--- src/inc/bgds_cfg.svh ---
/*
 * Timing counts, sequence lengths and encodings for the buck gate drive sequencer.
 * Assumes a 250 MHz control clock; times other than the enable filter, soft-start delay and sync loss are in ns and converted to cycles here.
 */
`ifndef BGDS_CFG_SVH
`define BGDS_CFG_SVH

`define BGDS_CLK_MHZ 250
`define BGDS_NS2CYC_DN(ns) (((ns) * `BGDS_CLK_MHZ) / 1000)
`define BGDS_NS2CYC_UP(ns) (((ns) * `BGDS_CLK_MHZ + 999) / 1000)

// Enable-low filter before switching stops (about 15 us).
`define BGDS_T_STOP_NS 15000
`define BGDS_STOP_CYC `BGDS_NS2CYC_DN(`BGDS_T_STOP_NS)
// Enable-high noise filter and soft-start delay, in cycles.
`define BGDS_EN_FILT_CYC 25
`define BGDS_SS_DLY_CYC 1000
// Bootstrap precharge burst: eight low-side pulses of 250 ns every 2 us.
`define BGDS_T_PRE_ON_NS 250
`define BGDS_PRE_ON_CYC `BGDS_NS2CYC_UP(`BGDS_T_PRE_ON_NS)
`define BGDS_T_PRE_PER_NS 2000
`define BGDS_PRE_PER_CYC `BGDS_NS2CYC_DN(`BGDS_T_PRE_PER_NS)
`define BGDS_PRE_COUNT 8
// Low-input operation: 19.5 us on-time, 200 ns off-time.
`define BGDS_T_LONG_ON_NS 19500
`define BGDS_LONG_ON_CYC `BGDS_NS2CYC_DN(`BGDS_T_LONG_ON_NS)
`define BGDS_T_LONG_OFF_NS 200
`define BGDS_LONG_OFF_CYC `BGDS_NS2CYC_UP(`BGDS_T_LONG_OFF_NS)
// Switch node decay window and forced low-side pulse.
`define BGDS_T_SW_WAIT_NS 70
`define BGDS_SW_WAIT_CYC `BGDS_NS2CYC_DN(`BGDS_T_SW_WAIT_NS)
`define BGDS_T_FORCE_NS 100
`define BGDS_FORCE_CYC `BGDS_NS2CYC_UP(`BGDS_T_FORCE_NS)
// Internal oscillator, 410 kHz.
`define BGDS_OSC_KHZ 410
`define BGDS_OSC_CYC ((`BGDS_CLK_MHZ * 1000) / `BGDS_OSC_KHZ)
`define BGDS_SYNC_LOSS_TICKS 4
// Burst after leaving pulse-skip: up to three pulses at a quarter of the clock.
`define BGDS_BURST_MAX 3
`define BGDS_BURST_DIV 4
// Error amplifier lower clamp selection.
`define BGDS_CLAMP_NONE 2'h0
`define BGDS_CLAMP_NORMAL 2'h1
`define BGDS_CLAMP_SKIP 2'h2
`define BGDS_CLAMP_BURST 2'h3

`endif

--- src/inc/bgds_pkg.sv ---
/*
 * Types shared by the buck gate drive sequencer.
 * Assumes bgds_cfg.svh is used for every number.
 */
package bgds_pkg;

    typedef enum logic [5:0] {
        BGDS_OFF      = 6'h01,
        BGDS_EN_FILT  = 6'h02,
        BGDS_SS_DELAY = 6'h04,
        BGDS_PRECHG   = 6'h08,
        BGDS_RUN      = 6'h10,
        BGDS_STOPPING = 6'h20
    } bgds_state_t;

endpackage : bgds_pkg

--- src/inc/bgds_cmp_if.sv ---
/*
 * Carries the synchronised comparator levels from the synchroniser to the sequencer.
 * Assumes both ends run on the control clock.
 */
`timescale 1ns/1ps
interface bgds_cmp_if;
    logic sw_low;
    logic lsg_low;
    logic zero_cur;
    modport src (output sw_low, output lsg_low, output zero_cur);
    modport dst (input sw_low, input lsg_low, input zero_cur);
endinterface : bgds_cmp_if

--- src/rtl/bgds_cmp_sync.sv ---
/*
 * Two-flop synchroniser for the analog comparator outputs.
 * Assumes the comparators are asynchronous to the control clock.
 */
`timescale 1ns/1ps
module bgds_cmp_sync (
    input wire logic clk_i,
    input wire logic reset_n_i,
    input wire logic [2:0] raw_i,
    bgds_cmp_if.src cmp
);
    logic [2:0] meta_q;
    logic [2:0] sync_q;

    always_ff @(posedge clk_i or negedge reset_n_i) begin
        if (!reset_n_i) begin
            meta_q <= 3'h0;
            sync_q <= 3'h0;
        end else begin
            meta_q <= raw_i;
            sync_q <= meta_q;
        end
    end

    assign cmp.sw_low = sync_q[0];
    assign cmp.lsg_low = sync_q[1];
    assign cmp.zero_cur = sync_q[2];
endmodule : bgds_cmp_sync

--- src/rtl/bgds_top.sv ---
/*
 * Enable/shutdown sequencing, bootstrap precharge and non-overlap gate drive for a buck controller.
 * Assumes analog comparators outside, a current loop that reports peak trip, and logic-level inputs
 * that are synchronous to CLK_I except the three comparators.
 */
`timescale 1ns/1ps
`include "bgds_cfg.svh"
module bgds_top
    import bgds_pkg::*;
#(
    parameter logic [12:0] LONG_ON_CYC = 13'(`BGDS_LONG_ON_CYC)
) (
    input wire logic CLK_I,
    input wire logic RESET_N_I,
    input wire logic EN_I,
    input wire logic VIN_ABOVE_DISCH_I,
    input wire logic LOW_INPUT_THRESHOLD_I,
    input wire logic VOUT_LOW_I,
    input wire logic DUTY_MAX_I,
    input wire logic PEAK_TRIP_I,
    input wire logic SKIP_REQ_I,
    input wire logic SYNC_INPUT_I,
    input wire logic SW_NODE_LOW_I,
    input wire logic LSG_LOW_I,
    input wire logic ZERO_CUR_I,
    output logic HIGH_SIDE_GATE_O,
    output logic LOW_SIDE_GATE_O,
    output logic DISCHARGE_O,
    output logic SOFT_START_RUN_O,
    output logic LOW_IQ_O,
    output logic [1:0] CLAMP_SEL_O
);
    bgds_cmp_if cmp ();

    bgds_cmp_sync u_sync (
        .clk_i(CLK_I),
        .reset_n_i(RESET_N_I),
        .raw_i({ZERO_CUR_I, LSG_LOW_I, SW_NODE_LOW_I}),
        .cmp(cmp)
    );

    bgds_state_t state_q;
    bgds_state_t state_d;
    logic [12:0] seq_cnt_q;
    logic [2:0] pre_cnt_q;
    logic [9:0] osc_cnt_q;
    logic [12:0] hs_cnt_q;
    logic hs_on_q;
    logic [6:0] dt_cnt_q;
    logic ls_wait_q;
    logic ls_on_q;
    logic force_q;
    logic sync_prev_q;
    logic [4:0] sync_cnt_q;
    logic refresh_q;
    logic [2:0] sync_idle_q;
    logic skip_prev_q;
    logic [1:0] burst_q;
    logic [1:0] burst_div_q;
    logic hs_gate_q;
    logic ls_gate_q;
    logic disch_q;
    logic ss_run_q;
    logic low_iq_q;
    logic [1:0] clamp_q;

    wire run = (state_q == BGDS_RUN) || (state_q == BGDS_STOPPING);
    wire seq_done_filt = seq_cnt_q == 13'(`BGDS_EN_FILT_CYC - 1);
    wire seq_done_ss = seq_cnt_q == 13'(`BGDS_SS_DLY_CYC - 1);
    wire seq_done_pre = seq_cnt_q == 13'(`BGDS_PRE_PER_CYC - 1);
    wire seq_done_stop = seq_cnt_q == 13'(`BGDS_STOP_CYC - 1);
    wire pre_last = pre_cnt_q == 3'(`BGDS_PRE_COUNT - 1);
    wire pre_pulse = (state_q == BGDS_PRECHG) && (seq_cnt_q < 13'(`BGDS_PRE_ON_CYC));
    wire tick = osc_cnt_q == 10'(`BGDS_OSC_CYC - 1);
    wire sync_rise = SYNC_INPUT_I && !sync_prev_q;
    wire sync_mode = sync_idle_q != 3'h0;
    wire diode_mode = !sync_mode;
    wire skipping = diode_mode && SKIP_REQ_I;
    wire long_mode = LOW_INPUT_THRESHOLD_I && VOUT_LOW_I;
    wire in_burst = burst_q != 2'h0;
    wire burst_slot = !in_burst || (burst_div_q == 2'h0);
    wire zero_ok = diode_mode && !LOW_INPUT_THRESHOLD_I && !skipping;
    wire off_done = hs_cnt_q >= (long_mode ? 13'(`BGDS_LONG_OFF_CYC) : 13'h0001);
    // In low-input recovery the 19.7 us period runs from the off timer, not from the oscillator.
    wire start_evt = long_mode ? off_done : (sync_mode ? sync_rise : tick);
    wire hs_start = run && !hs_on_q && start_evt && off_done && !skipping && burst_slot
                    && !(zero_ok && PEAK_TRIP_I);
    wire hold_off_pulse = DUTY_MAX_I && LOW_INPUT_THRESHOLD_I;
    wire hs_end_long = long_mode && (hs_cnt_q >= LONG_ON_CYC - 13'h0001);
    wire hs_end_norm = !long_mode && (PEAK_TRIP_I || (tick && !hold_off_pulse));
    wire hs_end = hs_on_q && (hs_end_long || hs_end_norm || !run);
    wire sw_wait_over = dt_cnt_q == 7'(`BGDS_SW_WAIT_CYC - 1);
    wire ls_stop = hs_start || (diode_mode && cmp.zero_cur) || !run;
    wire ls_gate_d = (ls_on_q && cmp.sw_low && !hs_on_q) || force_q || refresh_q || pre_pulse;
    wire hs_gate_d = hs_on_q && !hs_end && cmp.lsg_low && !ls_gate_q;

    always_comb begin
        state_d = state_q;
        unique case (state_q)
            BGDS_OFF: if (EN_I) state_d = BGDS_EN_FILT;
            BGDS_EN_FILT: begin
                if (!EN_I) state_d = BGDS_OFF;
                else if (seq_done_filt) state_d = BGDS_SS_DELAY;
            end
            BGDS_SS_DELAY: begin
                if (!EN_I) state_d = BGDS_OFF;
                else if (seq_done_ss) state_d = BGDS_PRECHG;
            end
            BGDS_PRECHG: begin
                if (!EN_I) state_d = BGDS_OFF;
                else if (seq_done_pre && pre_last) state_d = BGDS_RUN;
            end
            BGDS_RUN: if (!EN_I) state_d = BGDS_STOPPING;
            BGDS_STOPPING: begin
                // A re-enable during the stop filter still ends in shutdown, so the next start is full.
                if (seq_done_stop) state_d = BGDS_OFF;
            end
            default: state_d = BGDS_OFF;
        endcase
    end

    always_ff @(posedge CLK_I or negedge RESET_N_I) begin
        if (!RESET_N_I) begin
            state_q <= BGDS_OFF;
            seq_cnt_q <= 13'h0000;
            pre_cnt_q <= 3'h0;
        end else begin
            state_q <= state_d;
            seq_cnt_q <= (state_d != state_q || (state_q == BGDS_PRECHG && seq_done_pre))
                         ? 13'h0000 : seq_cnt_q + 13'h0001;
            if (state_q != BGDS_PRECHG) pre_cnt_q <= 3'h0;
            else if (seq_done_pre) pre_cnt_q <= pre_cnt_q + 3'h1;
        end
    end

    always_ff @(posedge CLK_I or negedge RESET_N_I) begin
        if (!RESET_N_I) begin
            osc_cnt_q <= 10'h000;
            sync_prev_q <= 1'b0;
            sync_idle_q <= 3'h0;
            sync_cnt_q <= 5'h00;
            refresh_q <= 1'b0;
        end else begin
            // The internal clock keeps its rate whether or not off pulses are skipped.
            osc_cnt_q <= (tick || !run) ? 10'h000 : osc_cnt_q + 10'h001;
            sync_prev_q <= SYNC_INPUT_I;
            if (sync_rise) sync_idle_q <= 3'(`BGDS_SYNC_LOSS_TICKS);
            else if (tick && sync_mode) sync_idle_q <= sync_idle_q - 3'h1;
            if (sync_rise) sync_cnt_q <= 5'h00;
            else if (SYNC_INPUT_I && sync_cnt_q != 5'h1f) sync_cnt_q <= sync_cnt_q + 5'h01;
            // Ending the refresh at the sync fall bounds it to the sync width less 70 ns.
            if (!SYNC_INPUT_I || !run) refresh_q <= 1'b0;
            else if (sync_cnt_q == 5'(`BGDS_SW_WAIT_CYC - 1) && !cmp.sw_low) refresh_q <= 1'b1;
        end
    end

    always_ff @(posedge CLK_I or negedge RESET_N_I) begin
        if (!RESET_N_I) begin
            hs_on_q <= 1'b0;
            hs_cnt_q <= 13'h0000;
        end else if (hs_start) begin
            hs_on_q <= 1'b1;
            hs_cnt_q <= 13'h0000;
        end else if (hs_end) begin
            hs_on_q <= 1'b0;
            hs_cnt_q <= 13'h0000;
        end else if (hs_cnt_q != 13'h1fff) begin
            hs_cnt_q <= hs_cnt_q + 13'h0001;
        end
    end

    always_ff @(posedge CLK_I or negedge RESET_N_I) begin
        if (!RESET_N_I) begin
            ls_wait_q <= 1'b0;
            ls_on_q <= 1'b0;
            force_q <= 1'b0;
            dt_cnt_q <= 7'h00;
        end else if (hs_end) begin
            ls_wait_q <= 1'b1;
            ls_on_q <= 1'b0;
            dt_cnt_q <= 7'h00;
        end else if (ls_stop) begin
            ls_wait_q <= 1'b0;
            ls_on_q <= 1'b0;
            force_q <= 1'b0;
        end else if (ls_wait_q) begin
            dt_cnt_q <= dt_cnt_q + 7'h01;
            if (cmp.sw_low) begin
                ls_wait_q <= 1'b0;
                ls_on_q <= 1'b1;
            end else if (sw_wait_over) begin
                ls_wait_q <= 1'b0;
                ls_on_q <= 1'b1;
                force_q <= 1'b1;
                dt_cnt_q <= 7'h00;
            end
        end else if (force_q) begin
            dt_cnt_q <= dt_cnt_q + 7'h01;
            if (dt_cnt_q == 7'(`BGDS_FORCE_CYC - 1)) force_q <= 1'b0;
        end
    end

    always_ff @(posedge CLK_I or negedge RESET_N_I) begin
        if (!RESET_N_I) begin
            skip_prev_q <= 1'b0;
            burst_q <= 2'h0;
            burst_div_q <= 2'h0;
        end else begin
            skip_prev_q <= skipping;
            if (skip_prev_q && !skipping) burst_q <= 2'(`BGDS_BURST_MAX);
            else if (hs_start && in_burst) burst_q <= burst_q - 2'h1;
            if (tick) burst_div_q <= burst_div_q + 2'h1;
        end
    end

    always_ff @(posedge CLK_I or negedge RESET_N_I) begin
        if (!RESET_N_I) begin
            hs_gate_q <= 1'b0;
            ls_gate_q <= 1'b0;
            disch_q <= 1'b0;
            ss_run_q <= 1'b0;
            low_iq_q <= 1'b0;
            clamp_q <= `BGDS_CLAMP_NONE;
        end else begin
            hs_gate_q <= hs_gate_d && !ls_gate_d;
            ls_gate_q <= ls_gate_d && !hs_gate_q;
            disch_q <= (state_q == BGDS_OFF) && VIN_ABOVE_DISCH_I;
            ss_run_q <= run;
            low_iq_q <= run && skipping;
            if (!run) clamp_q <= `BGDS_CLAMP_NONE;
            else if (skipping) clamp_q <= `BGDS_CLAMP_SKIP;
            else if (in_burst) clamp_q <= `BGDS_CLAMP_BURST;
            else clamp_q <= `BGDS_CLAMP_NORMAL;
        end
    end

    assign HIGH_SIDE_GATE_O = hs_gate_q;
    assign LOW_SIDE_GATE_O = ls_gate_q;
    assign DISCHARGE_O = disch_q;
    assign SOFT_START_RUN_O = ss_run_q;
    assign LOW_IQ_O = low_iq_q;
    assign CLAMP_SEL_O = clamp_q;
endmodule : bgds_top

--- config.mk ---
export PLATFORM = sky130hd
export DESIGN_NAME = bgds_top
export DESIGN_NICKNAME = d
export VERILOG_FILES = /design/src/inc/bgds_pkg.sv /design/src/inc/bgds_cmp_if.sv /design/src/rtl/bgds_cmp_sync.sv /design/src/rtl/bgds_top.sv
export VERILOG_INCLUDE_DIRS = /design/src /design/src/inc
export SDC_FILE = /design/constraint.sdc
export NUM_CORES = 1
export LEC_CHECK = 0
export ABC_AREA = 1
export BUFFER_PORTS_ARGS = -buffer_cell sky130_fd_sc_hd__buf_2
export CAP_MARGIN = 20
export CORE_AREA = 8 8 92 110
export CTS_BUF_LIST = sky130_fd_sc_hd__clkbuf_4 sky130_fd_sc_hd__clkbuf_8
export DETAILED_ROUTE_END_ITERATION = 12
export DIE_AREA = 0 0 100 118
export PLACE_DENSITY_LB_ADDON = 0.3
export SYNTH_ARGS = -nofsm -noshare
export SYNTH_HDL_FRONTEND = slang
export SYNTH_HIERARCHICAL = 1
export SYNTH_SLANG_ARGS = --single-unit
--- constraint.sdc ---
create_clock -name CLK_I -period 1.8 [get_ports CLK_I]
set_clock_uncertainty 0.1 [all_clocks]
set_input_delay 0.18 -clock CLK_I [delete_from_list [all_inputs] [get_ports CLK_I]]
set_output_delay 0.18 -clock CLK_I [all_outputs]
set_load 0.1 [all_outputs]
Yosys cells after proc, flatten, opt, wreduce, memory -nomap -nowiden
Cells that the tools add are included.
- flip-flop bits (word level): 84
- output and inout bits: 7
- bits of input ports: 13
- magnitude comparators: 3
- eq/ne operators: 22
- reductions and logical operators: 80
- add/subtract/negate cells: 9
- muxes and demuxes: 54
- bitwise gates (word level): 1
- operator list (kind ; count):
    6-bit two-way mux ; 10
    13-bit two-way mux ; 4
    7-bit two-way mux ; 6
    6-bit case mux with 6 select lines ; 1
    1-bit logical AND ; 35
    13-bit by 1-bit adder with 13-bit output, second input constant ; 2
    1-bit two-way mux ; 21
    1-bit logical NOT ; 16
    7-bit by 5-bit equality test with 1-bit output, second input constant ; 2
    2-bit nonzero test ; 7
    13-bit by 10-bit equality test with 1-bit output, second input constant ; 1
    13-bit by 12-bit equality test with 1-bit output, second input constant ; 1
    13-bit by 5-bit equality test with 1-bit output, second input constant ; 1
    13-bit by 9-bit equality test with 1-bit output, second input constant ; 1
    13-bit >= comparator, second input constant ; 1
    13-bit by 6-bit >= comparator with 1-bit output ; 1
    1-bit logical OR ; 13
    13-bit by 6-bit < comparator with 1-bit output, second input constant ; 1
    13-bit inequality test, second input constant ; 1
    3-bit two-way mux ; 4
    3-bit nonzero test ; 4
    10-bit by 1-bit adder with 10-bit output, second input constant ; 1
    10-bit equality test, second input constant ; 1
    10-bit two-way mux ; 1
    other kinds (27) ; 33

Logic depth before layout (Yosys ltp)
- depth after elaboration: 13
- depth in mapped cells: 15

Hierarchy
Netlist, hierarchy kept.
- by module, submodules not included (module ; area an instance (sq um) ; sequential area each (sq um) ; cells each ; times used):
    bgds_top ; 4549.4 ; 1953.1 ; 590 ; 1
    bgds_cmp_sync ; 150.1 ; 150.1 ; 6 ; 1

Least setup slack after synthesis
No wires, ideal clock.
- path type: flip-flop to flip-flop
- start point: reg hs_cnt_q[4]
- end point: reg dt_cnt_q[1]
- arrival: 1.646 ns
- period minus slack after synthesis: 1.863 ns
- data required time: 1.583 ns
- buffers on the path: 1
- stages on the path, launching flop included: 13
- path slack: -0.063 ns
- cells stage by stage: dfrtp_1 -> ha_1 -> inv_1 -> nor2_1 -> o21ai_0 -> nand2_1 -> o21bai_1 -> nand3_1 -> nand2_2 -> nand3_2 -> buf_4 -> o21ai_1 -> nor2_1
- longest elaborated chain between the ends: 11
- elaborated cells on any way between the ends: 18
- those cells by class: 2 x order compare; 1 x eq/ne; 2 x mux; 13 x reduce/logical
- RTL lines (element ; RTL line ; source):
    start, declared ; bgds_top.sv:47 ; logic [12:0] hs_cnt_q;
    start signal, assigned ; bgds_top.sv:168 ; hs_cnt_q <= hs_cnt_q + 13'h0001;
    13-bit by 6-bit >= comparator with 1-bit output ; bgds_top.sv:83 ; wire off_done = hs_cnt_q >= (long_mode ? 13'(`BGDS_LONG_OFF_CYC) : 13'h0001);
    1-bit two-way mux ; bgds_top.sv:85 ; wire start_evt = long_mode ? off_done : (sync_mode ? sync_rise : tick);
    1-bit logical AND (4 in a row) ; bgds_top.sv:86 ; wire hs_start = run && !hs_on_q && start_evt && off_done && !skipping && burst_slot
    1-bit logical AND ; bgds_top.sv:87 ; && !(zero_ok && PEAK_TRIP_I);
    1-bit logical OR (2 in a row) ; bgds_top.sv:93 ; wire ls_stop = hs_start || (diode_mode && cmp.zero_cur) || !run;
    2-bit inequality test (no source line) ; -- ;
    2-bit AND reduction (no source line) ; -- ;
    end signal, assigned ; bgds_top.sv:187 ; dt_cnt_q <= dt_cnt_q + 7'h01;
    end signal, assigned ; bgds_top.sv:198 ; dt_cnt_q <= dt_cnt_q + 7'h01;
    end, declared ; bgds_top.sv:49 ; logic [6:0] dt_cnt_q;
Parallel ways exist; a longest one is shown, timed or not.
A chain may end at the register's enable or synchronous reset.

Worst setup path in the final report
- start point: reg state_q[3]
- end point: reg dt_cnt_q[3]
- longest elaborated chain between the ends: 12
- elaborated cells on any way between the ends: 18
- those cells by class: 3 x eq/ne; 1 x mux; 14 x reduce/logical
- RTL lines (element ; RTL line ; source):
    start, declared ; bgds_top.sv:42 ; bgds_state_t state_q;
    start signal, assigned ; bgds_top.sv:128 ; state_q <= state_d;
    6-bit by 5-bit equality test with 1-bit output or 6-bit equality test (tied branches) ; bgds_top.sv:67 ; wire run = (state_q == BGDS_RUN) || (state_q == BGDS_STOPPING);
    1-bit logical OR (*) ; bgds_top.sv:67 ;
    net run ; bgds_top.sv:67 ;
    1-bit logical AND (5 in a row) ; bgds_top.sv:86 ;
    1-bit logical AND ; bgds_top.sv:87 ;
    1-bit logical OR (2 in a row) ; bgds_top.sv:93 ;
    2-bit inequality test (no source line) ; -- ;
    2-bit AND reduction (no source line) ; -- ;
The timed path passes the listed nets; every way through them passes the cells marked *.

==> impl_metrics.tcl <==
set metrics [dict create \
    status "finished, violations left" \
    violations "setup timing" \
    max_freq_mhz 486 \
    die_area_um2 11800 \
    final_cell_mix "nand2_1, inv_1, dfrtp_1, buf_4, nor2_1" \
    cap_violations 0 \
    vdd_drop_max_uv 488 \
    path_clk_slew_ps 90 \
    yosys_register_bits 84 \
    cp.required_ps 1990 \
    holdWs_ps 79.2 \
    setup_viol 40 \
    rsz0062_at_grt "true" \
    cpLargestDelayFamily "simple AND/OR/NAND/NOR gates" \
    fin_total_pwr_mw 4.37 \
    pwr-share-comb 0.203 \
    dp_hpwl_um 7960 \
    period_share 1.14 \
    antenna_left 0 \
    p_clk_frac 0.335 \
    place_inst 801 \
    multi_input_area_um2 2600 \
    hold_viol_final 0 \
    pwr-share-seq 0.461 \
    first_iter_violations 228 \
    syn-instance-count 596 \
    cts_htree_levels 3 \
    nNetsFinal 758 \
    grt_pass1_wl_um 19200 \
    clock_latency_ps 370 \
    ys_types 41 \
    register_area_um2 2100 \
    crit_path_start_kind "flop" \
    start_util 0.558 \
    core_um2 8430 \
    layout_commonest_cell "nand2_1" \
    swShare 0.287 \
    fin_cells 845 \
    hold_path_class "in2reg" \
    cts_tree "yes" \
    clock_path_buffers 2 \
    powerDensity_nw_per_um2 681 \
    cts-root-buf "clkbuf_8" \
    crit_fanout 7 \
    grt_util_all_layers 0.200 \
    intPower_mw 3.12 \
    worstPathArrival_ps 2250 \
    wl_per_cell_um 15.2 \
    cp_cell_sequence "nor2_2 -> nand2_2 -> a21oi_4 -> buf_6 -> inv_2 -> a21oi_2 -> nand3_4 -> nand3b_1 -> nand2_1" \
    row_count 37 \
    grt_max_degree 34 \
    synth_seq_area_share 0.448 \
    num_vias 4536 \
    grt_pass1_vias 4321 \
    critical_path_class "reg2reg" \
    syn_nets 631 \
    drtPass1Iterations 4 \
    cts_sinks 84 \
    die_y_um 118 \
    fill_cells 555 \
    die_x_um 100 \
    reg2reg_setup_slack_ps -260 \
    p_leak_nw 3.19 \
    antenna_found_initial 0 \
    tightest_slew_ps 549 \
    p_sw_mw 1.25 \
    synth-edff-count 0 \
    worstSetupEndpointType "flop" \
    report.final.slew_viol_count 0 \
    gp_congestion 0.902 \
    syn2layout_area_growth_pct 36.4 \
    setup_ws_ps -258 \
    period_minus_slack_ps 2060 \
    dp_slack_ps -269 \
    drcViolationCount 0 \
    viasPerCell 5.37 \
    cts_inserted_buffers 9 \
    diodes 0 \
    max_stage_delay_ps 440 \
    ys_warn_count 6 \
    avgSynthCellArea_um2 7.89 \
    drive_gt1_frac 0.321 \
    cp_slowest_cell "dfrtp_1" \
    ios 20 \
    async_reset_ff_frac 1.00 \
    synthFlopType "dfrtp_1" \
    crit_buf_inv 2 \
    drt-total-wl_um 12800 \
    synth_area_um2 4700 \
    slew_headroom 0.632 \
    overflow 0 \
    port_buffers 19 \
]
repair_timing:
action / CTS / global route
pin swaps: 15 / 29
hold buffers: 6 / 0
endpoints found under the setup margin: 39 / 52
resized for setup: 43 / 68
endpoints found under the hold margin: 35 / 0
cloned: 2 / 1
buffers inserted: 9 / 11
layout make-up:
type,count,share of cell area
Sequential cell,84,0.328
Timing Repair Buffer,120,0.151
Clock inverter,6,0.0125
Multi-Input combinational cell,408,0.406
Clock buffer,10,0.0205
Inverter,100,0.0593
Tap cell,117,0.0228
stage by stage:
step	setup TNS, ps	cell area [um^2]	util
floorplan	-39.5	4710	-
global route	-11160	6410	0.761
global placement	-3530	5500	0.653
CTS	-4420	6050	0.718
finish	-7310	6410	0.761
detailed placement	-5910	5500	0.653
logic make-up after synthesis:
| family | after synthesis | synth area share |
|---|---|---|
| AO/OA/AOI/OAI | 57 | 0.0754 |
| XOR/XNOR | 17 | 0.0317 |
| adder cells (fa/ha/maj) | 22 | 0.0586 |
| buffers and inverters | 106 | 0.0879 |
| flip-flops | 84 | 0.448 |
| AND/OR/NAND/NOR | 310 | 0.299 |
sequential cells by signal, indices dropped and copies added, names as in the netlist, 5 cells and up:
register    cells
osc_cnt_q      10
dt_cnt_q        7
seq_cnt_q      13
sync_cnt_q      5
hs_cnt_q       13
state_q         6
tightest hold or removal path, delay by kind of cell:
kind	cells	cell delay [ps]
and+or+nand+nor	2	160
buffers and inverters	1	170
Yosys cell counts (2+ instances only):
library cell,n,area share
o31ai_1,4,0.0064
nor4_1,2,0.0027
a22o_1,2,0.0037
nand2_1,103,0.082
nor2_2,15,0.020
o21ai_0,18,0.019
nor3_1,20,0.021
o211ai_1,3,0.0048
nand4_1,9,0.012
buf_2,3,0.0032
nand3_2,5,0.011
and3_1,2,0.0027
a311oi_1,2,0.0037
ha_1,22,0.059
dfrtp_1,83,0.44
o21bai_1,2,0.0032
a31oi_1,3,0.0040
inv_2,5,0.0040
a21oi_1,13,0.014
nand3b_1,5,0.0080
xor2_1,16,0.030
inv_1,95,0.076
nand2_2,4,0.0053
nand3_1,43,0.046
nor3b_1,5,0.0080
nor2_1,93,0.074
o21ai_1,4,0.0043
or2_2,2,0.0027
power groups by stage:
stage / sequential, mW / clock [mW] / combinational (mW)
after floorplan: 2.10 / 0 / 0.406
after global placement: 2.04 / 0 / 0.776
after detailed placement: 2.05 / 0 / 0.795
after CTS: 2.01 / 1.49 / 0.836
after global routing: 2.02 / 1.59 / 0.970
final: 2.02 / 1.47 / 0.888
worst paths after layout:
kind                                       start               end  cells past startpoint
worst max-delay path                  state_q[3]       dt_cnt_q[3]                      9
worst min-delay path                        EN_I        state_q[4]                      3
worst max register to register        state_q[3]       dt_cnt_q[3]                      9
worst min register to register  u_sync/meta_q[0]  u_sync/sync_q[0]                      0
max in group asynchronous              RESET_N_I       dt_cnt_q[1]                      3
min in group asynchronous              RESET_N_I        state_q[3]                      2
metal layers:
metal  up-vias  part of all wire  track usage
met5         -                 0            0
met4         0             0.035       0.0739
met3        46             0.039       0.0420
met2       121              0.53        0.352
met1      2211              0.39        0.228
li1       2158                 -            -
Note: power is estimated with default switching activity, not from simulation.
